[src/pfis_pkg.sv]
// Purpose: Shared constants and types for the PWM fault and input-event sequencer
// Assumes: One core clock; all control bits arrive as plain ports
// Notes:   Codes for fault behaviour follow the four-bit selector field
package pfis_pkg;

    // ------------------------------------------------------------------
    // Widths and reset values
    // ------------------------------------------------------------------
    localparam int          CNT_W        = 12;
    localparam int          MODE_W       = 4;
    localparam logic [11:0] CNT_RST      = 12'h000;
    localparam logic [11:0] CMP_RST      = 12'h000;
    localparam int          SYNC_STAGES  = 2;

    // ------------------------------------------------------------------
    // Fault behaviour codes
    // ------------------------------------------------------------------
    localparam logic [3:0] FB_NONE       = 4'h0;
    localparam logic [3:0] FB_JUMP_WAIT  = 4'h1;
    localparam logic [3:0] FB_RUN_WAIT   = 4'h2;
    localparam logic [3:0] FB_REPEAT     = 4'h3;
    localparam logic [3:0] FB_MASK_ALL   = 4'h4;
    localparam logic [3:0] FB_DEAD_ONLY  = 4'h5;
    localparam logic [3:0] FB_ALL_WAIT   = 4'h6;
    localparam logic [3:0] FB_STOP_SW    = 4'h7;
    localparam logic [3:0] FB_EDGE_JUMP  = 4'h8;

    // Event configuration: asynchronous detection code
    localparam logic [1:0] EVCFG_ASYNC   = 2'h2;

    // ------------------------------------------------------------------
    // Sequence phases
    // ------------------------------------------------------------------
    typedef enum logic [3:0] {
        PH_DEAD_A = 4'b0001,
        PH_ON_A   = 4'b0010,
        PH_DEAD_B = 4'b0100,
        PH_ON_B   = 4'b1000
    } pfis_phase_t;

endpackage : pfis_pkg
[src/pfis_core.sv]
// Purpose: Fault and input-event handling around a four-phase PWM sequence
// Assumes: Inputs synchronous to core_clk; sync clock given as an enable pulse
// Notes:   Four-ramp style sequencing: counter restarts at each phase end
//
// Behaviour
// [RULE_01] Event config selects asynchronous or synchronous detection
// [RULE_02] Async: outputs drop at once, sequence after sync
// [RULE_03] Software never combines async detection with filter
// [RULE_04] Buffer update at cycle end or immediately
// [RULE_05] Restart strobe restarts the counter
// [RULE_06] Soft capture strobes copy counter to holders
// [RULE_07] Each input has its own behaviour select field
// [RULE_08] Software picks modes valid for waveform mode
// [RULE_09] Mode 0 leaves outputs alone, captures still work
// [RULE_10] Mode 1: off, opposite dead, hold until low
// [RULE_11] Mode 1 acts in own phases, resumes opposite
// [RULE_12] Mode 2: run opposite cycle, then wait
// [RULE_13] Mode 3: repeat opposite cycle while fault
// [RULE_14] Modes 2/3 act only in own phases
// [RULE_15] Mode 4 masks both outputs, counter unaltered
// [RULE_16] Mode 5: alternate dead times while fault
// [RULE_17] Mode 6: finish dead time, hold, then next
// [RULE_18] Mode 7 stops until restart; stops again if high
// [RULE_19] Restart after mode 7 begins at dead A
// [RULE_20] Mode 8 edge during on jumps opposite dead
// [RULE_21] Four phases ended by four compare values
// [RULE_22] Synchronous detection takes two to three sync cycles
// [RULE_23] Inputs ignored until enabled; action bit selects capture
// [RULE_24] Codes above ten behave as mode 0
`timescale 1ns/10ps

module pfis_core
    import pfis_pkg::*;
#(
    parameter int CW = pfis_pkg::CNT_W
)
(
    input  wire logic                        core_clk,
    input  wire logic                        reset,
    input  wire logic                        sync_en,
    input  wire logic                        enable,
    input  wire logic                        event_in_a,
    input  wire logic                        event_in_b,
    input  wire logic                        trigger_input_enable_a,
    input  wire logic                        trigger_input_enable_b,
    input  wire logic                        capture_action_a,
    input  wire logic                        capture_action_b,
    input  wire logic [1:0]                  event_control_a,
    input  wire logic [1:0]                  event_control_b,
    input  wire logic [pfis_pkg::MODE_W-1:0] fault_control_a,
    input  wire logic [pfis_pkg::MODE_W-1:0] fault_control_b,
    input  wire logic [CW-1:0]               cmp_a_set_buf,
    input  wire logic [CW-1:0]               cmp_a_clr_buf,
    input  wire logic [CW-1:0]               cmp_b_set_buf,
    input  wire logic [CW-1:0]               cmp_b_clr_buf,
    input  wire logic                        buffer_update_at_cycle_end,
    input  wire logic                        buffer_update_now,
    input  wire logic                        restart_strobe,
    input  wire logic                        soft_capture_a_strobe,
    input  wire logic                        soft_capture_b_strobe,
    output logic                             waveform_out_a,
    output logic                             waveform_out_b,
    output logic [CW-1:0]                    capture_hold_a,
    output logic [CW-1:0]                    capture_hold_b,
    output logic                             capture_valid_a,
    output logic                             capture_valid_b,
    output logic [3:0]                       phase_state,
    output logic                             stopped
);

    // ------------------------------------------------------------------
    // State
    // ------------------------------------------------------------------
    typedef struct packed {
        pfis_phase_t  phase;
        logic [CW-1:0] cnt;
        logic [CW-1:0] cas;
        logic [CW-1:0] cac;
        logic [CW-1:0] cbs;
        logic [CW-1:0] cbc;
        logic          upd_pend;
        logic [1:0]    sa;
        logic [1:0]    sb;
        logic          pa;
        logic          pb;
        logic          fa;
        logic          fb;
        logic          hold;
        logic          stop7;
        logic          rep;
        logic          mask_a;
        logic          mask_b;
        logic          wa;
        logic          wb;
        logic [CW-1:0] hca;
        logic [CW-1:0] hcb;
        logic          cva;
        logic          cvb;
    } pfis_state_t;

    pfis_state_t s_q;
    pfis_state_t s_d;

    // Phase end compare, next-phase and side helpers
    function automatic logic [CW-1:0] phase_limit(input pfis_phase_t p,
                                                  input pfis_state_t s);
        case (p)
            PH_DEAD_A: phase_limit = s.cas;
            PH_ON_A:   phase_limit = s.cac;
            PH_DEAD_B: phase_limit = s.cbs;
            PH_ON_B:   phase_limit = s.cbc;
            default:   phase_limit = s.cbc;
        endcase
    endfunction : phase_limit

    function automatic pfis_phase_t next_phase(input pfis_phase_t p);
        case (p)
            PH_DEAD_A: next_phase = PH_ON_A;
            PH_ON_A:   next_phase = PH_DEAD_B;
            PH_DEAD_B: next_phase = PH_ON_B;
            default:   next_phase = PH_DEAD_A;
        endcase
    endfunction : next_phase

    function automatic logic in_a_side(input pfis_phase_t p);
        in_a_side = (p == PH_DEAD_A) || (p == PH_ON_A);
    endfunction : in_a_side

    // ------------------------------------------------------------------
    // Input qualification
    // ------------------------------------------------------------------
    logic en_a;
    logic en_b;
    logic async_a;
    logic async_b;
    logic m_a [0:8];
    logic m_b [0:8];
    logic any_lvl;
    logic raw_a;
    logic raw_b;

    // Capture action turns the input into a capture trigger only
    assign raw_a   = event_in_a & trigger_input_enable_a & ~capture_action_a;       // RULE_23
    assign raw_b   = event_in_b & trigger_input_enable_b & ~capture_action_b;       // RULE_23
    assign async_a = (event_control_a == EVCFG_ASYNC);                              // RULE_01
    assign async_b = (event_control_b == EVCFG_ASYNC);                              // RULE_01
    // Synchronised levels; async path only shortcuts the output override
    assign en_a    = s_q.fa;                                                        // RULE_22
    assign en_b    = s_q.fb;                                                        // RULE_22

    always_comb
    begin
        for (int i = 0; i <= 8; i++)
        begin
            // Codes 9 and above fall out of every match
            m_a[i] = (fault_control_a == 4'(i));                                   // RULE_07 RULE_24
            m_b[i] = (fault_control_b == 4'(i));                                   // RULE_07 RULE_24
        end
    end

    assign any_lvl = (en_a & (m_a[4] | m_a[5] | m_a[6] | m_a[7]))
                   | (en_b & (m_b[4] | m_b[5] | m_b[6] | m_b[7]));

    // ------------------------------------------------------------------
    // Next state
    // ------------------------------------------------------------------
    logic          ph_end;
    logic          ris_a;
    logic          ris_b;
    logic          act_a;
    logic          act_b;
    logic          on_ph;
    pfis_phase_t   np;

    always_comb
    begin
        s_d    = s_q;
        ph_end = 1'b0;
        ris_a  = 1'b0;
        ris_b  = 1'b0;
        act_a  = 1'b0;
        act_b  = 1'b0;
        on_ph  = (s_q.phase == PH_ON_A) || (s_q.phase == PH_ON_B);
        np     = next_phase(s_q.phase);

        // Synchroniser stepped by the sync clock enable
        if (sync_en)
        begin
            s_d.sa = {s_q.sa[0], raw_a};
            s_d.sb = {s_q.sb[0], raw_b};
            s_d.fa = s_q.sa[1];
            s_d.fb = s_q.sb[1];
            s_d.pa = s_q.fa;
            s_d.pb = s_q.fb;
            ris_a  = s_q.sa[1] & ~s_q.fa;
            ris_b  = s_q.sb[1] & ~s_q.fb;
        end

        // Captures work in every mode, including the no-action one
        if (soft_capture_a_strobe | (event_in_a & trigger_input_enable_a & capture_action_a))
        begin
            s_d.hca = s_q.cnt;                                                     // RULE_06 RULE_09
            s_d.cva = 1'b1;
        end
        if (soft_capture_b_strobe | (event_in_b & trigger_input_enable_b & capture_action_b))
        begin
            s_d.hcb = s_q.cnt;                                                     // RULE_06 RULE_09
            s_d.cvb = 1'b1;
        end

        // Buffered compares
        if (buffer_update_now)
        begin
            s_d.cas = cmp_a_set_buf;                                               // RULE_04
            s_d.cac = cmp_a_clr_buf;
            s_d.cbs = cmp_b_set_buf;
            s_d.cbc = cmp_b_clr_buf;
            s_d.upd_pend = 1'b0;
        end
        else if (buffer_update_at_cycle_end)
        begin
            s_d.upd_pend = 1'b1;                                                   // RULE_04
        end

        // Sequence step
        if (enable && !s_q.stop7 && !s_q.hold)
        begin
            ph_end = (s_q.cnt >= phase_limit(s_q.phase, s_q));                     // RULE_21
            if (ph_end)
            begin
                s_d.cnt = CNT_RST;
                // Repeat: keep alternating into the opposite pair
                if (s_q.rep && np == PH_DEAD_A && en_a)                            // RULE_13
                    np = PH_DEAD_B;
                else if (s_q.rep && np == PH_DEAD_B && en_b)
                    np = PH_DEAD_A;
                else if (np == PH_DEAD_A || np == PH_DEAD_B)
                    s_d.rep = 1'b0;                                                // RULE_13
                // Dead-only: while fault lasts skip on time to other dead time
                if (((en_a & m_a[5]) | (en_b & m_b[5])) && (np == PH_ON_A || np == PH_ON_B))
                    np = (np == PH_ON_A) ? PH_DEAD_B : PH_DEAD_A;                  // RULE_16
                // Hold at the end of a dead time while level fault persists
                if (((en_a & m_a[6]) | (en_b & m_b[6])) && (np == PH_ON_A || np == PH_ON_B))
                begin
                    s_d.hold = 1'b1;                                               // RULE_17
                    np = (np == PH_ON_A) ? PH_DEAD_B : PH_DEAD_A;
                end
                // Wait after the opposite pair has run
                if ((s_q.wa && s_q.phase == PH_ON_B) || (s_q.wb && s_q.phase == PH_ON_A))
                begin
                    s_d.wa = 1'b0;
                    s_d.wb = 1'b0;
                    if ((s_q.wa & en_a) | (s_q.wb & en_b))
                        s_d.hold = 1'b1;                                           // RULE_12
                end
                s_d.phase = np;
                if (np == PH_DEAD_A && s_q.phase == PH_ON_B && s_q.upd_pend)
                begin
                    s_d.cas = cmp_a_set_buf;                                       // RULE_04
                    s_d.cac = cmp_a_clr_buf;
                    s_d.cbs = cmp_b_set_buf;
                    s_d.cbc = cmp_b_clr_buf;
                    // A request landing on the cycle end stays pending
                    s_d.upd_pend = buffer_update_at_cycle_end & ~buffer_update_now;
                end
            end
            else
            begin
                s_d.cnt = s_q.cnt + 1'b1;
            end
        end

        // Release of a hold: counter resumes at the phase set on entry
        if (s_q.hold && !((en_a & (m_a[1] | m_a[2])) | (en_b & (m_b[1] | m_b[2])) |
                          (en_a & m_a[6]) | (en_b & m_b[6])))
            s_d.hold = 1'b0;                                                       // RULE_10 RULE_17

        // Input A sided modes act only in dead A or on A
        if (en_a && in_a_side(s_q.phase) && !s_q.hold)
        begin
            if (m_a[1])
            begin
                act_a = 1'b1;                                                      // RULE_10 RULE_11
                s_d.phase = PH_DEAD_B;
                s_d.cnt   = CNT_RST;
                s_d.hold  = 1'b1;
            end
            else if (m_a[2] || m_a[3])
            begin
                act_a = 1'b1;                                                      // RULE_14
                s_d.phase = PH_DEAD_B;
                s_d.cnt   = CNT_RST;
                s_d.wa    = m_a[2];                                                // RULE_12
                s_d.rep   = m_a[3];                                                // RULE_13
            end
        end
        if (en_b && !in_a_side(s_q.phase) && !s_q.hold)
        begin
            if (m_b[1])
            begin
                act_b = 1'b1;                                                      // RULE_10 RULE_11
                s_d.phase = PH_DEAD_A;
                s_d.cnt   = CNT_RST;
                s_d.hold  = 1'b1;
            end
            else if (m_b[2] || m_b[3])
            begin
                act_b = 1'b1;                                                      // RULE_14
                s_d.phase = PH_DEAD_A;
                s_d.cnt   = CNT_RST;
                s_d.wb    = m_b[2];                                                // RULE_12
                s_d.rep   = m_b[3];                                                // RULE_13
            end
        end

        // Edge mode: rising edge during own on time jumps opposite dead
        if (ris_a && m_a[8] && s_q.phase == PH_ON_A)
        begin
            s_d.phase = PH_DEAD_B;                                                 // RULE_20
            s_d.cnt   = CNT_RST;
        end
        if (ris_b && m_b[8] && s_q.phase == PH_ON_B)
        begin
            s_d.phase = PH_DEAD_A;                                                 // RULE_20
            s_d.cnt   = CNT_RST;
        end

        // Mode 5 or 6 fault during on time jumps to opposite dead time
        if (on_ph && ((en_a & (m_a[5] | m_a[6])) | (en_b & (m_b[5] | m_b[6]))))
        begin
            s_d.phase = (s_q.phase == PH_ON_A) ? PH_DEAD_B : PH_DEAD_A;            // RULE_16 RULE_17
            s_d.cnt   = CNT_RST;
        end

        // Software stop mode
        if ((en_a & m_a[7]) | (en_b & m_b[7]))
            s_d.stop7 = 1'b1;                                                      // RULE_18
        if (restart_strobe)
        begin
            s_d.cnt   = CNT_RST;                                                   // RULE_05
            s_d.phase = PH_DEAD_A;                                                 // RULE_19
            s_d.hold  = 1'b0;
            s_d.rep   = 1'b0;
            s_d.wa    = 1'b0;
            s_d.wb    = 1'b0;
            // A fault still high stops the timer again at once
            s_d.stop7 = (en_a & m_a[7]) | (en_b & m_b[7]);                         // RULE_18
        end

        // Output masks held by the synchronised fault
        s_d.mask_a = (en_a & (m_a[1] | m_a[2] | m_a[3]) & (act_a | s_q.mask_a))
                   | (s_q.wa | (s_q.rep & en_a));
        s_d.mask_b = (en_b & (m_b[1] | m_b[2] | m_b[3]) & (act_b | s_q.mask_b))
                   | (s_q.wb | (s_q.rep & en_b));
        if (!enable)
        begin
            s_d.cnt   = CNT_RST;
            s_d.phase = PH_DEAD_A;
        end
    end

    // ------------------------------------------------------------------
    // Waveform outputs
    // ------------------------------------------------------------------
    logic kill_all;
    logic kill_a;
    logic kill_b;
    logic async_all;

    // Asynchronous detection overrides straight from the raw input level
    assign async_all = (async_a & raw_a & (fault_control_a inside {4'h4, 4'h5, 4'h6, 4'h7}))
                     | (async_b & raw_b & (fault_control_b inside {4'h4, 4'h5, 4'h6, 4'h7}));
    assign kill_all  = any_lvl | s_q.stop7 | s_q.hold | async_all;                 // RULE_15 RULE_02
    assign kill_a    = kill_all | s_q.mask_a                                        // RULE_02
                     | (async_a & raw_a & (m_a[1] | m_a[2] | m_a[3] | m_a[8]));
    assign kill_b    = kill_all | s_q.mask_b                                        // RULE_02
                     | (async_b & raw_b & (m_b[1] | m_b[2] | m_b[3] | m_b[8]));

    assign waveform_out_a  = s_q.wa == 1'b0 && !kill_a && enable && s_q.phase == PH_ON_A;
    assign waveform_out_b  = s_q.wb == 1'b0 && !kill_b && enable && s_q.phase == PH_ON_B;
    assign capture_hold_a  = s_q.hca;
    assign capture_hold_b  = s_q.hcb;
    assign capture_valid_a = s_q.cva;
    assign capture_valid_b = s_q.cvb;
    assign phase_state     = s_q.phase;
    assign stopped         = s_q.stop7;

    // ------------------------------------------------------------------
    // Registers
    // ------------------------------------------------------------------
    always_ff @(posedge core_clk)
    begin
        if (reset)
        begin
            s_q       <= '0;
            s_q.phase <= PH_DEAD_A;
            s_q.cnt   <= CNT_RST;
        end
        else
        begin
            s_q <= s_d;
        end
    end

    // ------------------------------------------------------------------
    // Checks
    // ------------------------------------------------------------------
    property p_restart_dead_a;
        @(posedge core_clk) disable iff (reset)
        restart_strobe |=> (phase_state == PH_DEAD_A) && (s_q.cnt == CNT_RST);
    endproperty
    a_restart_dead_a: assert property (p_restart_dead_a) else $error("restart not at dead A"); // RULE_19

    property p_stop_kills;
        @(posedge core_clk) disable iff (reset)
        stopped |-> !waveform_out_a && !waveform_out_b;
    endproperty
    a_stop_kills: assert property (p_stop_kills) else $error("output during stop"); // RULE_18

    property p_stop_holds;
        @(posedge core_clk) disable iff (reset)
        stopped && !restart_strobe |=> $stable(s_q.cnt);
    endproperty
    a_stop_holds: assert property (p_stop_holds) else $error("counter moved while stopped"); // RULE_18

    property p_mask_all;
        @(posedge core_clk) disable iff (reset)
        (en_a && m_a[4]) |-> !waveform_out_a && !waveform_out_b;
    endproperty
    a_mask_all: assert property (p_mask_all) else $error("mode 4 output active"); // RULE_15

    property p_cap_a;
        @(posedge core_clk) disable iff (reset)
        soft_capture_a_strobe |=> capture_hold_a == $past(s_q.cnt);
    endproperty
    a_cap_a: assert property (p_cap_a) else $error("capture A wrong value"); // RULE_06

    property p_edge_jump;
        @(posedge core_clk) disable iff (reset)
        ris_a && m_a[8] && phase_state == PH_ON_A && !restart_strobe && enable
            |=> phase_state == PH_DEAD_B;
    endproperty
    a_edge_jump: assert property (p_edge_jump) else $error("edge mode no jump"); // RULE_20

    property p_async_now;
        @(posedge core_clk) disable iff (reset)
        async_a && raw_a && m_a[4] |-> !waveform_out_a;
    endproperty
    a_async_now: assert property (p_async_now) else $error("async override late"); // RULE_02

    property p_mode1_hold;
        @(posedge core_clk) disable iff (reset)
        act_a && m_a[1] && !restart_strobe && enable |=> phase_state == PH_DEAD_B ##0 s_q.hold;
    endproperty
    a_mode1_hold: assert property (p_mode1_hold) else $error("mode 1 no hold"); // RULE_10

endmodule : pfis_core

[config.mk]
export PLATFORM = sky130hd
export DESIGN_NAME = pfis_core
export DESIGN_NICKNAME = d
export VERILOG_FILES = /design/src/pfis_pkg.sv /design/src/pfis_core.sv
export SDC_FILE = /design/constraint.sdc
export NUM_CORES = 1
export LEC_CHECK = 0
export BUFFER_PORTS_ARGS = -buffer_cell sky130_fd_sc_hd__buf_2
export CELL_PAD_IN_SITES_DETAIL_PLACEMENT = 1
export CELL_PAD_IN_SITES_GLOBAL_PLACEMENT = 1
export CORE_ASPECT_RATIO = 0.8
export CORE_MARGIN = 3
export CORE_UTILIZATION = 38
export CTS_BUF_LIST = sky130_fd_sc_hd__clkbuf_16
export DETAILED_ROUTE_END_ITERATION = 10
export PLACE_DENSITY_LB_ADDON = 0.08
export SYNTH_ARGS = -nofsm -noshare
export SYNTH_HDL_FRONTEND = slang
export SYNTH_SLANG_ARGS = --single-unit
[constraint.sdc]
create_clock -name core_clk -period 3.4 [get_ports core_clk]
set_input_delay 0.68 -clock core_clk [delete_from_list [all_inputs] [get_ports core_clk]]
set_output_delay 0.68 -clock core_clk [all_outputs]
set_load 0.005 [all_outputs]
==> flow_summary.yaml, run 1 <==
status:
  run_status: "finished clean"
global_route:
  grt_max_degree: 134
  grt_pass1_vias: 4866
  antenna_found_initial: 0
  grt_util_met2_pct: 30.7
  globalRoute.totalOverflow: 0
  use_met3_pct: 4.13
  top_usage_layer: "met2"
  grt_first_pass_wirelength_um: 25400
  met1_usage_pct: 27.6
  grt.total_usage_pct: 19.4
clock_network:
  cts_tree: "done"
  clk_pin_slew_ns: 0.07
  cts.sinks: 104
  hold_buffers: 0
  clockBufferDepth: 2
  numCtsBuffers: 9
  clockRootBuffer: "clkbuf_16"
  clk_latency_ns: 0.35
  cts_htree_levels: 3
placement:
  post_dp_cell_area_um2: 6250
  dp_hpwl_um: 11800
  place_congestion: 0.831
  port-buffer-count: 107
setup_path:
  crit_fanout: 15
  cpLargestDelayFamily: "compound AO/OA/AOI/OAI gates"
  required_ns: 3.68
  cp_num_buf_inv: 4
  path_common_cell: "buf_4"
  cpPeakStageDelay_ns: 0.38
  path_class: "register to register"
  startpoint_type: "register"
  r2r_slack_ns: 0.09
  critPathArrivalTime_ns: 3.59
  end_kind: "register"
  cp_cell_sequence: "o21a_1 > a211o_2 > buf_4 > a221oi_4 > buf_4 > ha_1 > o21ai_0 > o211ai_1 > o211a_1 > a31oi_4 > buf_4 > clkbuf_16 > mux2i_1"
  slowest_stage: "dfxtp_4"
routing:
  first_pass_iters: 4
  dr_total_vias: 4820
  route.detailed.wl_per_inst_um: 17.5
  drt_wl_total_um: 16100
  route.detailed.drc: 0
  vias_per_cell: 5.26
  final_antenna_net_count: 0
  drtIter0Drc: 295
die:
  initial_core_util_pct: 39.0
  ios: 108
  core_area_um2: 14300
  rows: 39
  fp.dieH_um: 115
  fp.dieW_um: 142
  die-area_um2: 16200
sta:
  setup_viol: 0
  slew_headroom_pct: 26.2
  setup_tns_ns: 0
  tightest_slew_ns: 1.11
  fmax_ghz: 0.302
  min_period_ns: 3.31
  hold_violations: 0
  fin_crit_sh_pct: 97.3
  final-max-slew-violation-count: 0
  fin_skew_ns: 0.00786
synthesis:
  async_reset_ff_share_pct: 0
  ys_ff_latch: 104
  netlist_top_cells_area: "dfxtp_1, nand2b_1, mux2i_1, nand2_1, buf_4"
  synth_compound_area_share_pct: 14.6
  synth_common_cells: "dfxtp_1, nand2b_1, nand2_1"
  synth_most_common_cell: "dfxtp_1"
  synth_top_area_cell: "dfxtp_1"
  ys.flop_type: "dfxtp_1"
  synth_top_area_share_pct: 37.2
  ys_warn_count: 0
  synth_top_family_by_area: "simple AND/OR/NAND/NOR gates"
  synth-simple-area-share_pct: 25.1
  synth_cells: 646
  avgSynthCellArea_um2: 8.67
  synth_edf_count: 0
  synthesis.area_um2: 5600
  synth_cell_types: 61
  synth_mux_area_share_pct: 9.86
  synth_nets: 734
  synth_xor_area_share_pct: 2.35
  synth-seq-area-share_pct: 37.2
  synth-adder-area-share_pct: 2.91
finish:
  regArea_um2: 2090
  fin_nets: 816
  n_antenna_cell: 0
  multi_input_area_um2: 3200
  area_growth_pct: 19.7
  drive_gt1_share_pct: 24.0
  finalInstanceArea_um2: 6700
  nFillCells: 1726
pwr:
  cellLeakagePower_nw: 2.75
  max-vdd-ir-drop_uv: 244
  powerDensity_nw_per_um2: 381
min_path:
  hold_class: "register to register"
flow_run:
  max_cap_violations: 0
[registers in the layout, summed over array words and instances (netlist names)]
register	cells
phase_state	4
capture_valid_a	1
capture_valid_b	1
s_q	71
en_b	1
en_a	1
capture_hold_a	12
capture_hold_b	12
stopped	1
[where the power goes]
group	internal, mW	switching, mW	total [mW]
logic	0.152	0.159	0.311
registers	1.26	0.0282	1.28
clock network	0.489	0.464	0.954
total	1.90	0.652	2.55
[what timing repair did]
action | in CTS | in global routing
setup endpoints to repair | 49 | 49
buffers inserted | 0 | 5
gates resized for setup | 5 | 12
pin swaps | 0 | 7
cloned | 0 | 2
[per-layer routing]
metal,vias to the layer above,share of wire [%]
met3,11,4.4
met4,0,0.96
met1,2334,50
met5,-,0
met2,97,45
li1,2378,-
[final timing paths]
check,start,endpoint,cells after the start
min,capture_hold_b[8]$_SDFFE_PP0P_,capture_hold_b[8]$_SDFFE_PP0P_,2
min reg2reg,capture_hold_b[8]$_SDFFE_PP0P_,capture_hold_b[8]$_SDFFE_PP0P_,2
max reg2reg,phase_state[0]$_SDFF_PP1_,s_q[75]$_SDFF_PP0_,13
max,phase_state[0]$_SDFF_PP1_,s_q[75]$_SDFF_PP0_,13
[kinds of logic after synthesis]
group | Yosys count
simple gates | 259
compound gates | 118
flops | 104
buf+inv | 82
mux | 55
xor+xnor | 15
fa+ha+maj | 13
[final cells by class]
class	instances	share of cell area, %
Clock buffer	9	3.36
Tap cell	184	3.44
Timing Repair Buffer	140	13.0
Clock inverter	7	0.598
Multi-Input combinational cell	460	47.7
Sequential cell	104	31.2
Inverter	13	0.728
[through the flow]
step	cells	hold WS (ns)	power (mW)	setup WS [ns]	util (%)
floorplan	646	0.432	1.48	0.0499	-
global placement	894	0.435	1.59	-0.0365	43.6
detailed placement	894	0.443	1.60	-0.173	43.6
CTS	910	0.453	2.56	0.0351	45.6
global route	917	0.469	2.66	-0.0284	46.7
finish	917	0.450	2.55	0.0907	46.7
[worst reg2reg max path, delay by kind of cell, from the launching register on]
kind	cells	cell delay (ns)
buf+inv	4	0.69
compound gates	7	1.73
fa+ha+maj	1	0.23
flops	1	0.38
mux	1	0.21
[cells in the final DEF, fill, tap and decap left out, types with 11 or more instances in the layout]
cell type | Yosys | final
inv_1 | 13 | 14
nand3_1 | 14 | 14
mux2i_1 | 54 | 54
nor2_1 | 38 | 38
nand2_1 | 63 | 63
buf_4 | 29 | 27
buf_2 | 5 | 107
dfxtp_1 | 104 | 100
nand2b_1 | 101 | 101
clkbuf_16 | 0 | 11
o21ai_0 | 12 | 12
a22o_1 | 11 | 11
ha_1 | 13 | 13
a21oi_1 | 38 | 38
No activity file was read; power rests on OpenSTA's default activity.
==> run 2: changes to the inputs <==
Settings changed: RECOVER_POWER set to 100.
==> flow_summary.yaml, run 2 (synthesis results as in run 1) <==
status:
  run_status: "complete, but fails checks"
  violations: "max-capacitance violations, max-slew violations"
finish:
  area_growth_pct: 19.2
  final_common_cell: "nand2b_1"
  fin_nets: 816
  largest-register: "s_q"
  regArea_um2: 2090
  n_antenna_cell: 0
  final_cell_mix: "nand2b_1, dfxtp_1, buf_2"
  drive_gt1_share_pct: 21.8
  nFillCells: 1739
  finalInstanceArea_um2: 6680
  multi_input_area_um2: 3200
  final_cells: 917
  largest_register_ffs: 71
setup_path:
  r2r-start: "phase_state[0]$_SDFF_PP1_"
  startpoint_type: "register"
  r2r_end: "s_q[75]$_SDFF_PP0_"
  path_class: "register to register"
  worst-r2r-cell-count: 13
  end_kind: "register"
  r2r_slack_ns: 0.1
  critPathArrivalTime_ns: 3.58
  required_ns: 3.68
  crit_fanout: 15
pwr:
  clkPwrFrac_pct: 37.3
  p_int_mw: 1.90
  max-vdd-ir-drop_uv: 244
  powerDensity_nw_per_um2: 382
  cellLeakagePower_nw: 2.68
  combPwrFrac_pct: 12.3
  pwr-share-seq_pct: 50.4
  power_mw: 2.55
  switching_share_pct: 25.4
  netSwitchingPower_uw: 647
clock_network:
  clockRootBuffer: "clkbuf_16"
  clk_latency_ns: 0.35
  cts.sinks: 104
  cts_htree_levels: 3
  cts_tree: "done"
  clockBufferDepth: 2
  clk_pin_slew_ns: 0.07
  numCtsBuffers: 9
min_path:
  min_delay_worst_endpoint: "capture_hold_b[6]$_SDFFE_PP0P_"
  min_path_cells: 2
  hold_class: "register to register"
  hp-start: "capture_hold_b[6]$_SDFFE_PP0P_"
die:
  initial_core_util_pct: 39.0
  fp.dieH_um: 115
  ios: 108
  die-area_um2: 16200
  fp.dieW_um: 142
  core_area_um2: 14300
  rows: 39
placement:
  post_dp_cell_area_um2: 6250
  place_congestion: 0.831
  dp_hpwl_um: 11800
  port-buffer-count: 107
  dp.cells: 894
routing:
  drt_wl_total_um: 16100
  first_pass_iters: 4
  drtIter0Drc: 271
  vias_per_cell: 5.29
  final_antenna_net_count: 0
  route.detailed.wl_per_inst_um: 17.5
  route.detailed.drc: 0
  dr_total_vias: 4848
sta:
  final-max-slew-violation-count: 134
  setup_viol: 0
  fmax_ghz: 0.303
  slew_headroom_pct: -40.3
  fin_skew_ns: 0.00725
  min_period_ns: 3.30
  hold_violations: 0
  timing.hold.ws_ns: 0.453
  fin_crit_sh_pct: 97.2
  tightest_slew_ns: 2.10
global_route:
  grt_max_degree: 134
  antenna_found_initial: 0
  grt_pass1_vias: 4866
  grt.total_usage_pct: 19.4
  grt_first_pass_wirelength_um: 25400
  globalRoute.totalOverflow: 0
flow_run:
  max_cap_violations: 1
[run 2: changes by cell type in the layout (fill, tap and decap cells not counted), sizes merged]
cell    delta
buf       -16
clkbuf    +16
[run 2: cell type report]
class,count,area share [%]
Multi-Input combinational cell,460,47.9
Tap cell,184,3.45
Inverter,13,0.731
Sequential cell,104,31.3
Clock inverter,7,0.600
Clock buffer,9,3.37
Timing Repair Buffer,140,12.6
[run 2: what timing repair did]
item                                    CTS  global route
hold buffers                              0             0
pin swaps                                 0             7
gates cloned                              0             2
resized for setup                         5            12
endpoints found under the setup margin   49            49
hold endpoints to repair                  0             0
setup buffers                             0             5
[run 2: power groups by stage]
stage                     Sequential [mW]  Clock [mW]  Combinational [mW]
after floorplan                      1.30           0               0.178
after global placement               1.31           0               0.280
after detailed placement             1.31           0               0.292
after CTS                            1.28       0.984               0.294
after global routing                 1.29        1.03               0.345
final                                1.28       0.949               0.313
[run 2: stage by stage]
stage | util, % | setup WS [ns] | TNS (ns)
2_1_floorplan | - | 0.0499 | 0
3_3_place_gp | 43.6 | -0.0365 | -1.05
3_5_place_dp | 43.6 | -0.173 | -5.36
4_1_cts | 45.6 | 0.0351 | 0
5_1_grt | 46.5 | -0.0284 | -0.485
6_report | 46.5 | 0.0951 | 0
[run 2: critical path, cell delays in order (launching register included)]
cell and delay, ns:
dfxtp_4 0.38, o21a_1 0.19, a211o_2 0.37, buf_4 0.18
a221oi_4 0.26, buf_4 0.16, ha_1 0.23, o21ai_0 0.19
o211ai_1 0.16, o211a_1 0.33, a31oi_4 0.23, buf_4 0.16
clkbuf_16 0.19, mux2i_1 0.20
[run 2: layer usage]
metal,vias up,routed length (um),track usage (%)
met3,13,799,4.13
met4,0,169,3.64
li1,2380,-,-
met1,2338,7850,27.6
met5,-,0,0
met2,117,7230,30.7
[run 2: worst max-delay path by stage]
stage | startpoint | to | slack [ns]
after floorplan | phase_state[0]$_SDFF_PP1_ | s_q[49]$_SDFF_PP0_ | 0.05
after global placement | phase_state[0]$_SDFF_PP1_ | s_q[77]$_SDFF_PP0_ | -0.04
after CTS | phase_state[0]$_SDFF_PP1_ | s_q[63]$_SDFF_PP0_ | 0.04
after global routing | phase_state[1]$_SDFF_PP0_ | phase_state[2]$_SDFF_PP0_ | -0.03
final | phase_state[0]$_SDFF_PP1_ | s_q[75]$_SDFF_PP0_ | 0.1
after detailed placement | phase_state[1]$_SDFF_PP0_ | s_q[73]$_SDFF_PP0_ | -0.17
